`config.mk`:
```
export PLATFORM = sky130hd
export DESIGN_NAME = lpx_panel_rx_flat
export DESIGN_NICKNAME = d
export VERILOG_FILES = /design/src/pkg/lpx_pkg.sv /design/src/pkg/lpx_link_if.sv /design/src/logic/lpx_panel_rx.sv /design/src/flat_wrapper.sv
export SDC_FILE = /design/constraint.sdc
export NUM_CORES = 1
export LEC_CHECK = 0
export ABC_AREA = 1
export ABC_CLOCK_PERIOD_IN_PS = 3050
export BUFFER_PORTS_ARGS = -buffer_cell sky130_fd_sc_hd__buf_2
export CAP_MARGIN = 25
export CORE_ASPECT_RATIO = 1.5
export CORE_MARGIN = 10
export CORE_UTILIZATION = 61
export DETAILED_ROUTE_END_ITERATION = 7
export PLACE_DENSITY = 0.83
export SLEW_MARGIN = 40
export SYNTH_ARGS = -nofsm -noshare
export SYNTH_HDL_FRONTEND = slang
export SYNTH_SLANG_ARGS = --single-unit
export TNS_END_PERCENT = 1
```
`constraint.sdc`:
```
create_clock -name ref_clk_i -period 3.05 [get_ports ref_clk_i]
set_clock_uncertainty 0.15 [all_clocks]
set_input_delay 0.4575 -clock ref_clk_i [delete_from_list [all_inputs] [get_ports ref_clk_i]]
set_output_delay 0.4575 -clock ref_clk_i [all_outputs]
set_load 0.05 [all_outputs]
```
`src/pkg/lpx_pkg.sv`:
```
/*
 * lpx_pkg: shared constants for the panel pixel link, 7:1 lane framing.
 * assumes: both ends run on one 40 MHz reference clock.
 */
package lpx_pkg;
    // ------------------------------------------------------------
    // link framing
    // ------------------------------------------------------------
    localparam int LPX_SLOTS = 7;
    localparam int LPX_LANES = 4;
    localparam int LPX_CLK_DIV = 2;
    localparam logic [2:0] LPX_SLOT_LAST = 3'h6;
    // clock lane pattern over the seven slots (high 2, low 3, high 2)
    localparam logic [6:0] LPX_CLK_PATTERN = 7'h63;
    // ------------------------------------------------------------
    // bit slot positions inside a lane word, slot 0 sent first
    // ------------------------------------------------------------
    localparam int LPX_L2_HS = 4;
    localparam int LPX_L2_VS = 5;
    localparam int LPX_L2_DE = 6;
    localparam int LPX_L3_RSV = 6;
    // ------------------------------------------------------------
    // reset values
    // ------------------------------------------------------------
    localparam logic [23:0] LPX_RGB_RST = 24'h000000;
    localparam logic [6:0] LPX_WORD_RST = 7'h00;
    // ------------------------------------------------------------
    // frame timing, 800x600 at 60 Hz
    // ------------------------------------------------------------
    localparam int LPX_H_ACTIVE = 800;
    localparam int LPX_H_TOTAL = 1056;
    localparam int LPX_V_ACTIVE = 600;
    localparam int LPX_V_TOTAL = 628;
    localparam int LPX_FRAME_HZ = 60;
endpackage

```
`src/pkg/lpx_link_if.sv`:
```
/*
 * lpx_link_if: the four data lanes and the clock lane between source
 * and panel. assumes: single-ended stand-ins for differential pairs.
 */
`timescale 1ns/1ps
interface lpx_link_if;
    logic lvds_clock_lane;
    logic [3:0] lvds_data_lane;
    modport source (output lvds_clock_lane, output lvds_data_lane);
    modport panel (input lvds_clock_lane, input lvds_data_lane);
endinterface

```
`src/logic/lpx_panel_rx.sv`:
```
/*
 * lpx_panel_rx: panel end of the pixel link; deserialises four lanes,
 * unpacks colour and syncs, applies depth select, passes scan select out.
 * assumes: clock lane is slow relative to ref_clk_i (sampled, edges found).
 */
`timescale 1ns/1ps
module lpx_panel_rx
    import lpx_pkg::*;
(
    input wire logic ref_clk_i,
    input wire logic rst_b_i,
    lpx_link_if.panel link,
    input wire logic color_depth_select_i,
    input wire logic reverse_scan_select_i,
    output logic [7:0] red_o,
    output logic [7:0] green_o,
    output logic [7:0] blue_o,
    output logic line_sync_o,
    output logic frame_sync_o,
    output logic pixel_valid_strobe_o,
    output logic reverse_scan_o,
    output logic eight_bit_o
);
    // ------------------------------------------------------------
    // synchronisers
    // ------------------------------------------------------------
    logic [5:0] sync1_r;
    logic [5:0] sync2_r;
    logic clk_prev_r;
    always_ff @(posedge ref_clk_i or negedge rst_b_i)
    begin
        if (!rst_b_i)
        begin
            sync1_r <= 6'h00;
            sync2_r <= 6'h00;
        end
        else
        begin
            sync1_r <= {color_depth_select_i, reverse_scan_select_i,
                        link.lvds_data_lane[3], link.lvds_data_lane[2],
                        link.lvds_data_lane[1], link.lvds_data_lane[0]};
            sync2_r <= sync1_r;
        end
    end
    // clock lane gets its own pair so its edges can be found
    logic clk_s1_r;
    logic clk_s2_r;
    always_ff @(posedge ref_clk_i or negedge rst_b_i)
    begin
        if (!rst_b_i)
        begin
            clk_s1_r <= 1'b0;
            clk_s2_r <= 1'b0;
            clk_prev_r <= 1'b0;
        end
        else
        begin
            clk_s1_r <= link.lvds_clock_lane;
            clk_s2_r <= clk_s1_r;
            clk_prev_r <= clk_s2_r;
        end
    end
    // ------------------------------------------------------------
    // slot capture
    // ------------------------------------------------------------
    // each slot is one clock-lane period; sampling on the rising edge
    // lands mid-slot since the source changes data on falling edges
    wire slot_edge = clk_s2_r & ~clk_prev_r;
    // no pattern lock: the slot counter runs from reset, so both ends
    // must leave reset together or words arrive rotated
    logic [2:0] slot_r;
    wire slot_last = slot_r == LPX_SLOT_LAST;
    wire [2:0] slot_nxt = slot_last ? 3'h0 : slot_r + 3'h1;
    wire word_done = slot_edge && slot_last;
    wire word_start = slot_edge && slot_r == 3'h0;
    always_ff @(posedge ref_clk_i or negedge rst_b_i)
    begin
        if (!rst_b_i)
        begin
            slot_r <= 3'h0;
        end
        else if (slot_edge)
        begin
            slot_r <= slot_nxt;
        end
    end
    // one shifter per lane; the word is read with the newest slot
    // still in flight so no extra cycle is lost
    logic [6:0] sh_r [LPX_LANES];
    logic [6:0] word_w [LPX_LANES];
    genvar ln;
    generate
        for (ln = 0; ln < LPX_LANES; ln++)
        begin : g_lane
            always_ff @(posedge ref_clk_i or negedge rst_b_i)
            begin
                if (!rst_b_i)
                begin
                    sh_r[ln] <= LPX_WORD_RST;
                end
                else if (slot_edge)
                begin
                    // slot k lands in bit k, so slot 0 ends as bit 0
                    sh_r[ln] <= {sync2_r[ln], sh_r[ln][6:1]};
                end
            end
            assign word_w[ln] = {sync2_r[ln], sh_r[ln][6:1]};
        end
    endgenerate
    // mode is held per word so a select that moves mid-word cannot
    // split one pixel between two depths
    logic word_eight_r;
    always_ff @(posedge ref_clk_i or negedge rst_b_i)
    begin
        if (!rst_b_i)
        begin
            word_eight_r <= 1'b0;
        end
        else if (word_start)
        begin
            word_eight_r <= sync2_r[5];
        end
    end
    // ------------------------------------------------------------
    // lane unpack
    // ------------------------------------------------------------
    wire [6:0] w0 = word_w[0];
    wire [6:0] w1 = word_w[1];
    wire [6:0] w2 = word_w[2];
    wire [6:0] w3 = word_w[3];
    wire eight = word_eight_r;
    wire [5:0] r6 = w0[5:0];
    wire [5:0] g6 = {w1[4:0], w0[6]};
    wire [5:0] b6 = {w2[3:0], w1[6:5]};
    // lane 3 ignored in six-bit mode so a floating lane is harmless
    wire [1:0] r_hi = eight ? w3[1:0] : 2'h0;
    wire [1:0] g_hi = eight ? w3[3:2] : 2'h0;
    wire [1:0] b_hi = eight ? w3[5:4] : 2'h0;
    // six-bit data occupies the top bits so bit 5 stays MSB
    wire [7:0] r8 = eight ? {r_hi, r6} : {r6, 2'h0};
    wire [7:0] g8 = eight ? {g_hi, g6} : {g6, 2'h0};
    wire [7:0] b8 = eight ? {b_hi, b6} : {b6, 2'h0};
    wire de = w2[LPX_L2_DE];
    // ------------------------------------------------------------
    // output registers
    // ------------------------------------------------------------
    always_ff @(posedge ref_clk_i or negedge rst_b_i)
    begin
        if (!rst_b_i)
        begin
            reverse_scan_o <= 1'b0;
            eight_bit_o <= 1'b0;
        end
        else
        begin
            reverse_scan_o <= sync2_r[4];
            eight_bit_o <= sync2_r[5];
        end
    end
    always_ff @(posedge ref_clk_i or negedge rst_b_i)
    begin
        if (!rst_b_i)
        begin
            line_sync_o <= 1'b0;
            frame_sync_o <= 1'b0;
            pixel_valid_strobe_o <= 1'b0;
        end
        else
        begin
            pixel_valid_strobe_o <= word_done & de;
            if (word_done)
            begin
                line_sync_o <= w2[LPX_L2_HS];
                frame_sync_o <= w2[LPX_L2_VS];
            end
        end
    end
    always_ff @(posedge ref_clk_i or negedge rst_b_i)
    begin
        if (!rst_b_i)
        begin
            {red_o, green_o, blue_o} <= LPX_RGB_RST;
        end
        else if (word_done && de)
        begin
            red_o <= r8;
            green_o <= g8;
            blue_o <= b8;
        end
    end
endmodule // lpx_panel_rx

```
`src/flat_wrapper.sv`:
```
// flat-port wrapper written by rule: the top's interface ports become plain ports
module lpx_panel_rx_flat import lpx_pkg::*;
  (ref_clk_i, rst_b_i, color_depth_select_i, reverse_scan_select_i, red_o, green_o, blue_o, line_sync_o, frame_sync_o, pixel_valid_strobe_o, reverse_scan_o, eight_bit_o, link_lvds_clock_lane, link_lvds_data_lane);
  lpx_link_if link_i ();
  input wire logic ref_clk_i;
  input wire logic rst_b_i;
  input wire logic color_depth_select_i;
  input wire logic reverse_scan_select_i;
  output logic [7:0] red_o;
  output logic [7:0] green_o;
  output logic [7:0] blue_o;
  output logic line_sync_o;
  output logic frame_sync_o;
  output logic pixel_valid_strobe_o;
  output logic reverse_scan_o;
  output logic eight_bit_o;
  input wire logic [$bits(link_i.lvds_clock_lane)-1:0] link_lvds_clock_lane;
  input wire logic [$bits(link_i.lvds_data_lane)-1:0] link_lvds_data_lane;
  assign link_i.lvds_clock_lane = link_lvds_clock_lane;
  assign link_i.lvds_data_lane = link_lvds_data_lane;
  lpx_panel_rx u_core (.ref_clk_i(ref_clk_i), .rst_b_i(rst_b_i), .link(link_i), .color_depth_select_i(color_depth_select_i), .reverse_scan_select_i(reverse_scan_select_i), .red_o(red_o), .green_o(green_o), .blue_o(blue_o), .line_sync_o(line_sync_o), .frame_sync_o(frame_sync_o), .pixel_valid_strobe_o(pixel_valid_strobe_o), .reverse_scan_o(reverse_scan_o), .eight_bit_o(eight_bit_o));
endmodule
```
Word level (Yosys, flattened, before mapping) --
Index checks and enable logic that the tools add are counted. Widths: inputs -> output; s select.
Storage, ports and cells: word-level logic and storage cells 32, bits in registers 76, input port bits 9, output and inout port bits 29
Cells by class: bitwise logic cells 3, multiplexer cells 4, reduce and logical (&&, ||, !) cells 4, equality and inequality tests 1, add/sub/neg operators 1
Operator list (count):
- $mux 8 | 3
- $add 3x1->3 const B | 1
- $eq 3x3->1 const B | 1
- $logic_and 1x1->1 | 3
- $logic_not 3->1 | 1
- $mux 3 | 1
- $and 1x1->1 | 2
- $not 1->1 | 1

Longest topological paths before layout --
Gate-level depths: netlist of run 1.
depth in word-level cells 4, depth in mapped cells 7, gate-level depth less buffers 6

Worst setup path after synthesis of run 1 --
OpenSTA, ideal clock, no wires.
path kind flip-flop to flip-flop, start point register u_core.clk_prev_r, end point register u_core.blue_o[6], data arrival time 1.010 ns, required time 2.781 ns, buffers on the path 1, cell stages (with the launch flop) 8, library setup time 0.119 ns, slack 1.770 ns, clock period less this slack 1.280 ns, cell sequence dfrtp_1 inv_1 nand2_2 nor2_4 nand2_4 buf_6 nand2_1 nand2_1
Between the ends: cells in the longest elaborated chain, start to end 4
RTL lines:
- start, declared | line lpx_panel_rx.sv:29 | logic clk_prev_r;
- start signal, assigned | line lpx_panel_rx.sv:60 | clk_prev_r <= clk_s2_r;
- $not 1->1 | line lpx_panel_rx.sv:68 | wire slot_edge = clk_s2_r & ~clk_prev_r;
- $and 1x1->1 | line lpx_panel_rx.sv:68
- $logic_and 1x1->1 | line lpx_panel_rx.sv:74 | wire word_done = slot_edge && slot_last;
- $logic_and 1x1->1 | line lpx_panel_rx.sv:184 | else if (word_done && de)
- end signal, assigned | line lpx_panel_rx.sv:182 | {red_o, green_o, blue_o} <= LPX_RGB_RST;
- end signal, assigned | line lpx_panel_rx.sv:188 | blue_o <= b8;
- end, declared | line lpx_panel_rx.sv:17 | output logic [7:0] blue_o,
No other way between the ends. A chain may end at the register's enable or synchronous reset.

Worst setup path after layout of run 1 --
start point register u_core.clk_prev_r, end point register u_core.red_o[4]
Between the ends: cells in the longest elaborated chain, start to end 4
RTL lines:
- $not 1->1 | line lpx_panel_rx.sv:68
- $and 1x1->1 | line lpx_panel_rx.sv:68
- $logic_and 1x1->1 | line lpx_panel_rx.sv:74
- $logic_and 1x1->1 | line lpx_panel_rx.sv:184
- end signal, assigned | line lpx_panel_rx.sv:186 | red_o <= r8;
- end, declared | line lpx_panel_rx.sv:15 | output logic [7:0] red_o,
No other way between the ends.

==> reports/metrics.cfg, run 1 <==
[run_status]
status = finished clean

[power_and_ir_drop]
peakVddDrop_mv = 0.5127
power-per-cell-area_nw_per_um2 = 965.2
post-layout-total-power_mw = 3.205
leakage_nw = 1.916

[timing]
setup_failing_eps_final = 0
post-route-min-period_ns = 1.982
rsz0062_at_grt = no
final.period_utilization = 0.6499
maxSlewHeadroom = 0.5216
max_freq_mhz = 504.5
layout_setup_ws_ns = 1.068
timing.hold.ws_ns = 0.009503
worst-slew-pin-transition_ns = 0.7177
fin_tns_setup_ns = 0
report.final.slew_viol_count = 0
final_report_hold_violation_count = 0

[synthesis]
synth_sequential_area_ratio = 0.6220
synth_largest_type_area_fraction = 0.6220
syn_nets = 337
synth_area_per_cell_um2 = 8.831
synth.cell_area_um2 = 2897
syn-instance-count = 328
synth_cell_types = 17
yosys_warnings = 0
synthDominantAreaCellType = dfrtp_1
synth_seq_cells = 72
leading_cell_types_by_total_area_after_synthesis = dfrtp_1 (62%), nand2_1 (20%), nand3_1 (4.7%)

[grt]
wire_length_of_the_first_global_routing_pass_um = 9432
gr-total-overflow = 0
first_global_vias = 2150
gr-usage-all-layers = 0.1428
grt_start_max_net_pins = 35
grt_antenna_before_repair = 0

[detailed_routing]
route.detailed.wl_per_inst_um = 12.16
postRouteAntennaNets = 0
drt-total-wl_um = 5277
first_pass_iters = 4
post-route-drc-count = 0
avgViaCountPerCell = 4.975
vias = 2159
drtIter0Drc = 132

[clocking]
clock_path_buffers = 2
post-cts-setup-buffers = 0
cts_hold_buffers = 0
number_of_sinks_handled_by_clock_tree_synthesis = 72
cts_tree = built
clkSlewWorstSetupHoldPaths_ns = 0.07
cts_buffers = 9
cts_max_level = 3
cts-root-buf = clkbuf_8
insertion_delay_ns = 0.35
cts_resized = 0

[floorplan]
placement_rows = 30
pin_count = 38
design.die.area_um2 = 7962
die_y_um = 104.4
initial_utilization = 0.6325
die_width_um = 76.27
core_um2 = 4579

[hold_path]
worst_hold_path_type = input port to asynchronous set/reset pin

[worst_setup_path]
setup.worst_path.class = flip-flop to flip-flop
critPathRequiredTime_ns = 3.14
crit_path_top_delay_cell = nor2_4
cp_cell_sequence = inv_1, nand2_2, nor2_4, nand2_4, nand2_1, nand2_1
r2r_cells = 6
reg2reg_slack_ns = 1.07
timing.critical_path.arrival_ns = 2.07
worst_r2r_startpoint = u_core.clk_prev_r
worst_setup_path_end_kind = flip-flop
timing.critical_path.fanout_max = 26
most_frequent_cell_on_the_critical_path = nand2_1
timing.critical_path.slowest_cell_delay_ns = 0.54
crit-reg2reg-capture = u_core.red_o[4]
startpoint_type = flip-flop

[final_layout]
layout.cells.most_common_list = nand2_1 (156), dfrtp_1 (72), buf_2 (37)
num_antenna_cells = 0
drive_gt1_frac = 0.1703
layout_commonest_cell = nand2_1
layout-area-overhead-vs-synth_pct = 14.64
finish.instance_area_um2 = 3321
layout_nets = 374

[place]
postPlaceCellArea_um2 = 3100
port_buffers = 37
hpwl_um = 3584
pre_cts_slack_ns = 1.097
gp_congestion = 0.8006

[run]
drv_cap = 0

## critical path, delay by kind of cell, from the launching register on
kind	cells	cell delay [ns]
and+or+nand+nor	5	1.27
buffers and inverters	1	0.06
DFF	1	0.38
## sequential cells by signal (all words and copies together), names as in the netlist, 3 cells and up
register and cells:
u_core.b6 5, u_core.blue_o 8, u_core.g6 5, u_core.green_o 8, u_core.r6 6, u_core.red_o 8
u_core.sh_r 8, u_core.slot_r 3, u_core.sync1_r 6, u_core.sync2_r 6
## power by group
| part | switching [mW] | internal (mW) |
|---|---|---|
| Combinational | 0.834 | 0.242 |
| Clock | 0.339 | 0.478 |
| Sequential | 0.145 | 1.17 |
## layer usage
metal  up-vias  track usage  part of all wire
met2        50       0.2269              0.50
met5         -            0                 0
met4         0       0.1027             0.022
li1       1079            -                 -
met1      1019       0.1600              0.43
met3        11      0.03979             0.056
## worst max-delay path by stage
| stage | start | to | slack (ns) | depth (start not counted) |
|---|---|---|---|---|
| floorplan | u_core.clk_prev_r | u_core.blue_o[6] | 1.77 | 7 |
| global placement | u_core.clk_prev_r | u_core.red_o[5] | 1.14 | 6 |
| detailed placement | u_core.clk_prev_r | u_core.red_o[4] | 1.10 | 6 |
| CTS | u_core.clk_prev_r | u_core.red_o[4] | 1.05 | 6 |
| global route | u_core.clk_prev_r | u_core.green_o[5] | 0.84 | 6 |
| finish | u_core.clk_prev_r | u_core.red_o[4] | 1.07 | 6 |
## Yosys cell counts (all sizes together)
cell	count
buf	12
clkbuf	3
dfrtp	72
inv	25
nand2	159
nand3	27
nand4	1
nor2	10
o21ai	18
o21bai	1
## kinds of logic after synthesis
group,share of synthesized area
AND/OR/NAND/NOR,0.2803
flip-flops,0.6220
buffers and inverters,0.06393
AO/OA/AOI/OAI,0.03370
## area by class of cell
class                           instances  area (µm²)
Clock inverter                          6       82.58
Multi-Input combinational cell        216       909.6
Tap cell                               64       80.08
Fill cell                             361        1259
Clock buffer                           10       137.6
Sequential cell                        72        1802
Inverter                               25       93.84
Timing Repair Buffer                   41       215.2
## stage by stage
stage / util / instances
final: 0.7251 / 434
after global routing: 0.7251 / 434
after CTS: 0.7251 / 434
after detailed placement: 0.6770 / 418
after global placement: 0.6770 / 418
after floorplan: - / 328
Power figures use the tool's default switching activity.
==> inputs of run 2 (changes only) <==
Settings changed: ABC_CLOCK_PERIOD_IN_PS 3050 to 1900, CORE_UTILIZATION 61 to 56, PLACE_DENSITY 0.83 to 0.77.
Clock period 3.05 ns to 1.9 ns, I/O delays scaled along.
==> run 2 against run 1 <==
  * First-iteration DRC count is 45% higher
  * Final cell count is 3.2% higher
  * Worst setup slack worse by 0.56 ns
  * Sequential power is 61% higher
  * Largest cell class unchanged
  * Clock-buffer cell count is 3 higher
  * Utilization is 6.0 points lower
  * Sequential share of layout area is 0.98 points lower
  * Flip-flop and latch count stayed put
  * Die area is 6.9% higher
  * Global-route usage is 1.2 points lower
==> reports/metrics.cfg, run 2 (synthesis gave the netlist of run 1 again) <==
[final_layout]
finish.instance_area_um2 = 3382  ; was 3321 µm²
layoutNonFillerInstCount = 448  ; was 434
layout.cells.most_common_list = nand2_1 (156), dfrtp_1 (72), buf_2 (37)  ; unchanged
drive_gt1_frac = 0.1632  ; was 0.1703
postLayoutCoreUtil = 0.6651  ; was 0.7251
layout-area-overhead-vs-synth_pct = 16.76  ; was 14.64%
layout_commonest_cell = nand2_1  ; unchanged
layout_nets = 386  ; was 374
num_antenna_cells = 0  ; unchanged

[place]
hpwl_um = 3587  ; was 3584 µm
gp_congestion = 0.7838  ; was 0.8006
port_buffers = 37  ; unchanged
pre_cts_slack_ns = 0.5262  ; was 1.097 ns
postPlaceCellArea_um2 = 3148  ; was 3100 µm²
placed_cells = 426  ; was 418

[floorplan]
placement_rows = 32  ; was 30
core_um2 = 5085  ; was 4579 µm²
initial_utilization = 0.5696  ; was 0.6325
die_width_um = 78.72  ; was 76.27 µm
die_y_um = 108.1  ; was 104.4 µm
pin_count = 38  ; unchanged
design.die.area_um2 = 8508  ; was 7962 µm²

[grt]
first_global_vias = 1986  ; was 2150
grt_start_max_net_pins = 73  ; was 35
gr-total-overflow = 0  ; unchanged
grt_antenna_before_repair = 0  ; unchanged
gr-usage-all-layers = 0.1305  ; was 0.1428
wire_length_of_the_first_global_routing_pass_um = 8983  ; was 9432 µm

[power_and_ir_drop]
leakage_nw = 1.942  ; was 1.916 nW
power-per-cell-area_nw_per_um2 = 1431  ; was 965.2 nW/µm²
peakVddDrop_mv = 0.5796  ; was 0.5127 mV
post-layout-total-power_mw = 4.839  ; was 3.205 mW

[detailed_routing]
route.detailed.wl_per_inst_um = 11.51  ; was 12.16 µm
avgViaCountPerCell = 4.759  ; was 4.975
vias = 2132  ; was 2159
postRouteAntennaNets = 0  ; unchanged
drtIter0Drc = 191  ; was 132
first_pass_iters = 4  ; unchanged
drt-total-wl_um = 5156  ; was 5277 µm
post-route-drc-count = 0  ; unchanged

[worst_setup_path]
critPathRequiredTime_ns = 1.46  ; was 3.14 ns
critical_path_buf_inv_count = 1  ; unchanged
worst_setup_path_end_kind = output pin  ; was flip-flop
cp_top_family = flip-flops  ; was simple AND/OR/NAND/NOR gates
cp_cell_sequence = buf_2  ; was inv_1, nand2_2, nor2_4, nand2_4, nand2_1, nand2_1
setup.worst_path.class = flip-flop to output pin  ; was flip-flop to flip-flop
timing.critical_path.slowest_cell_delay_ns = 0.35  ; was 0.54 ns
worst_r2r_startpoint = u_core.clk_s2_r  ; was u_core.clk_prev_r
timing.critical_path.fanout_max = 2  ; was 26
r2r_cells = 5  ; was 6
crit-reg2reg-capture = u_core.red_o[6]  ; was u_core.red_o[4]
reg2reg_slack_ns = 0.51  ; was 1.07 ns
startpoint_type = flip-flop  ; unchanged
crit_path_top_delay_cell = dfrtp_1  ; was nor2_4
timing.critical_path.arrival_ns = 0.96  ; was 2.07 ns

[timing]
report.final.slew_viol_count = 0  ; unchanged
post-route-min-period_ns = 1.391
layout_setup_ws_ns = 0.5092  ; was 1.068 ns
final_report_hold_violation_count = 0  ; unchanged
timing.hold.ws_ns = 0.1980  ; was 0.009503 ns
setup_failing_eps_final = 0  ; unchanged
fin_tns_setup_ns = 0  ; unchanged
final.period_utilization = 0.7320
maxSlewHeadroom = 0.7592  ; was 0.5216
worst-slew-pin-transition_ns = 0.3612  ; was 0.7177 ns
max_freq_mhz = 719.0
rsz0062_at_grt = no  ; unchanged

[clocking]
clkSlewWorstSetupHoldPaths_ns = 0.07  ; about the same
cts_buffers = 9  ; unchanged
cts_tree = built  ; unchanged
cts_max_level = 3  ; unchanged
clock_path_buffers = 2  ; unchanged
insertion_delay_ns = 0.33  ; was 0.35 ns
cts-root-buf = clkbuf_8  ; unchanged
number_of_sinks_handled_by_clock_tree_synthesis = 72  ; unchanged

[run]
drv_cap = 0  ; unchanged

[hold_path]
worstHoldEndpoint = u_core.sync2_r[0]
min-delay-start = u_core.sync1_r[0]
hold-path-cell-count = 0
worst_hold_path_type = flip-flop to flip-flop  ; was input port to asynchronous set/reset pin

[run_status]
status = finished clean  ; unchanged

-- run 2: final cells by class --
type                       count  area [µm²]
sequential                    72        1802
fill                         422        1703
multi-input combinational    216       909.6
timing repair buffer          53       337.8
clock buffer                  13       148.9
inverter                      25       93.84
tap                           68       85.08
clock inverter                 1       5.005
-- run 2: where the power goes --
group          switching (mW)  internal, mW
sequential              0.234          1.87
clock                   0.478         0.494
combinational            1.33         0.428
-- run 2: worst max path at each step --
stage                      start           endpoint  slack, ns  cells past startpoint
5_1_grt        u_core.clk_prev_r  u_core.green_o[4]       0.38                      6
4_1_cts         u_core.blue_o[2]          blue_o[2]       0.49                      1
3_3_place_gp    u_core.slot_r[2]   u_core.blue_o[1]       0.58                      5
3_5_place_dp     u_core.clk_s2_r  u_core.green_o[6]       0.53                      5
6_report        u_core.blue_o[2]          blue_o[2]       0.51                      1
2_1_floorplan  u_core.clk_prev_r   u_core.blue_o[6]       0.62                      7
-- run 2: what timing repair did --
action                                 CTS  global route
buffers inserted                         0             0
resized for setup                        0             0
endpoints found under the hold margin   79             0
hold buffers                             8             0
-- run 2: layer usage --
layer | up-vias | track usage | routed length (µm)
li1 | 1102 | - | -
met1 | 980 | 0.1416 | 2212
met2 | 42 | 0.2164 | 2524
met3 | 8 | 0.05316 | 332
met4 | 0 | 0.06427 | 87
met5 | - | 0 | 0
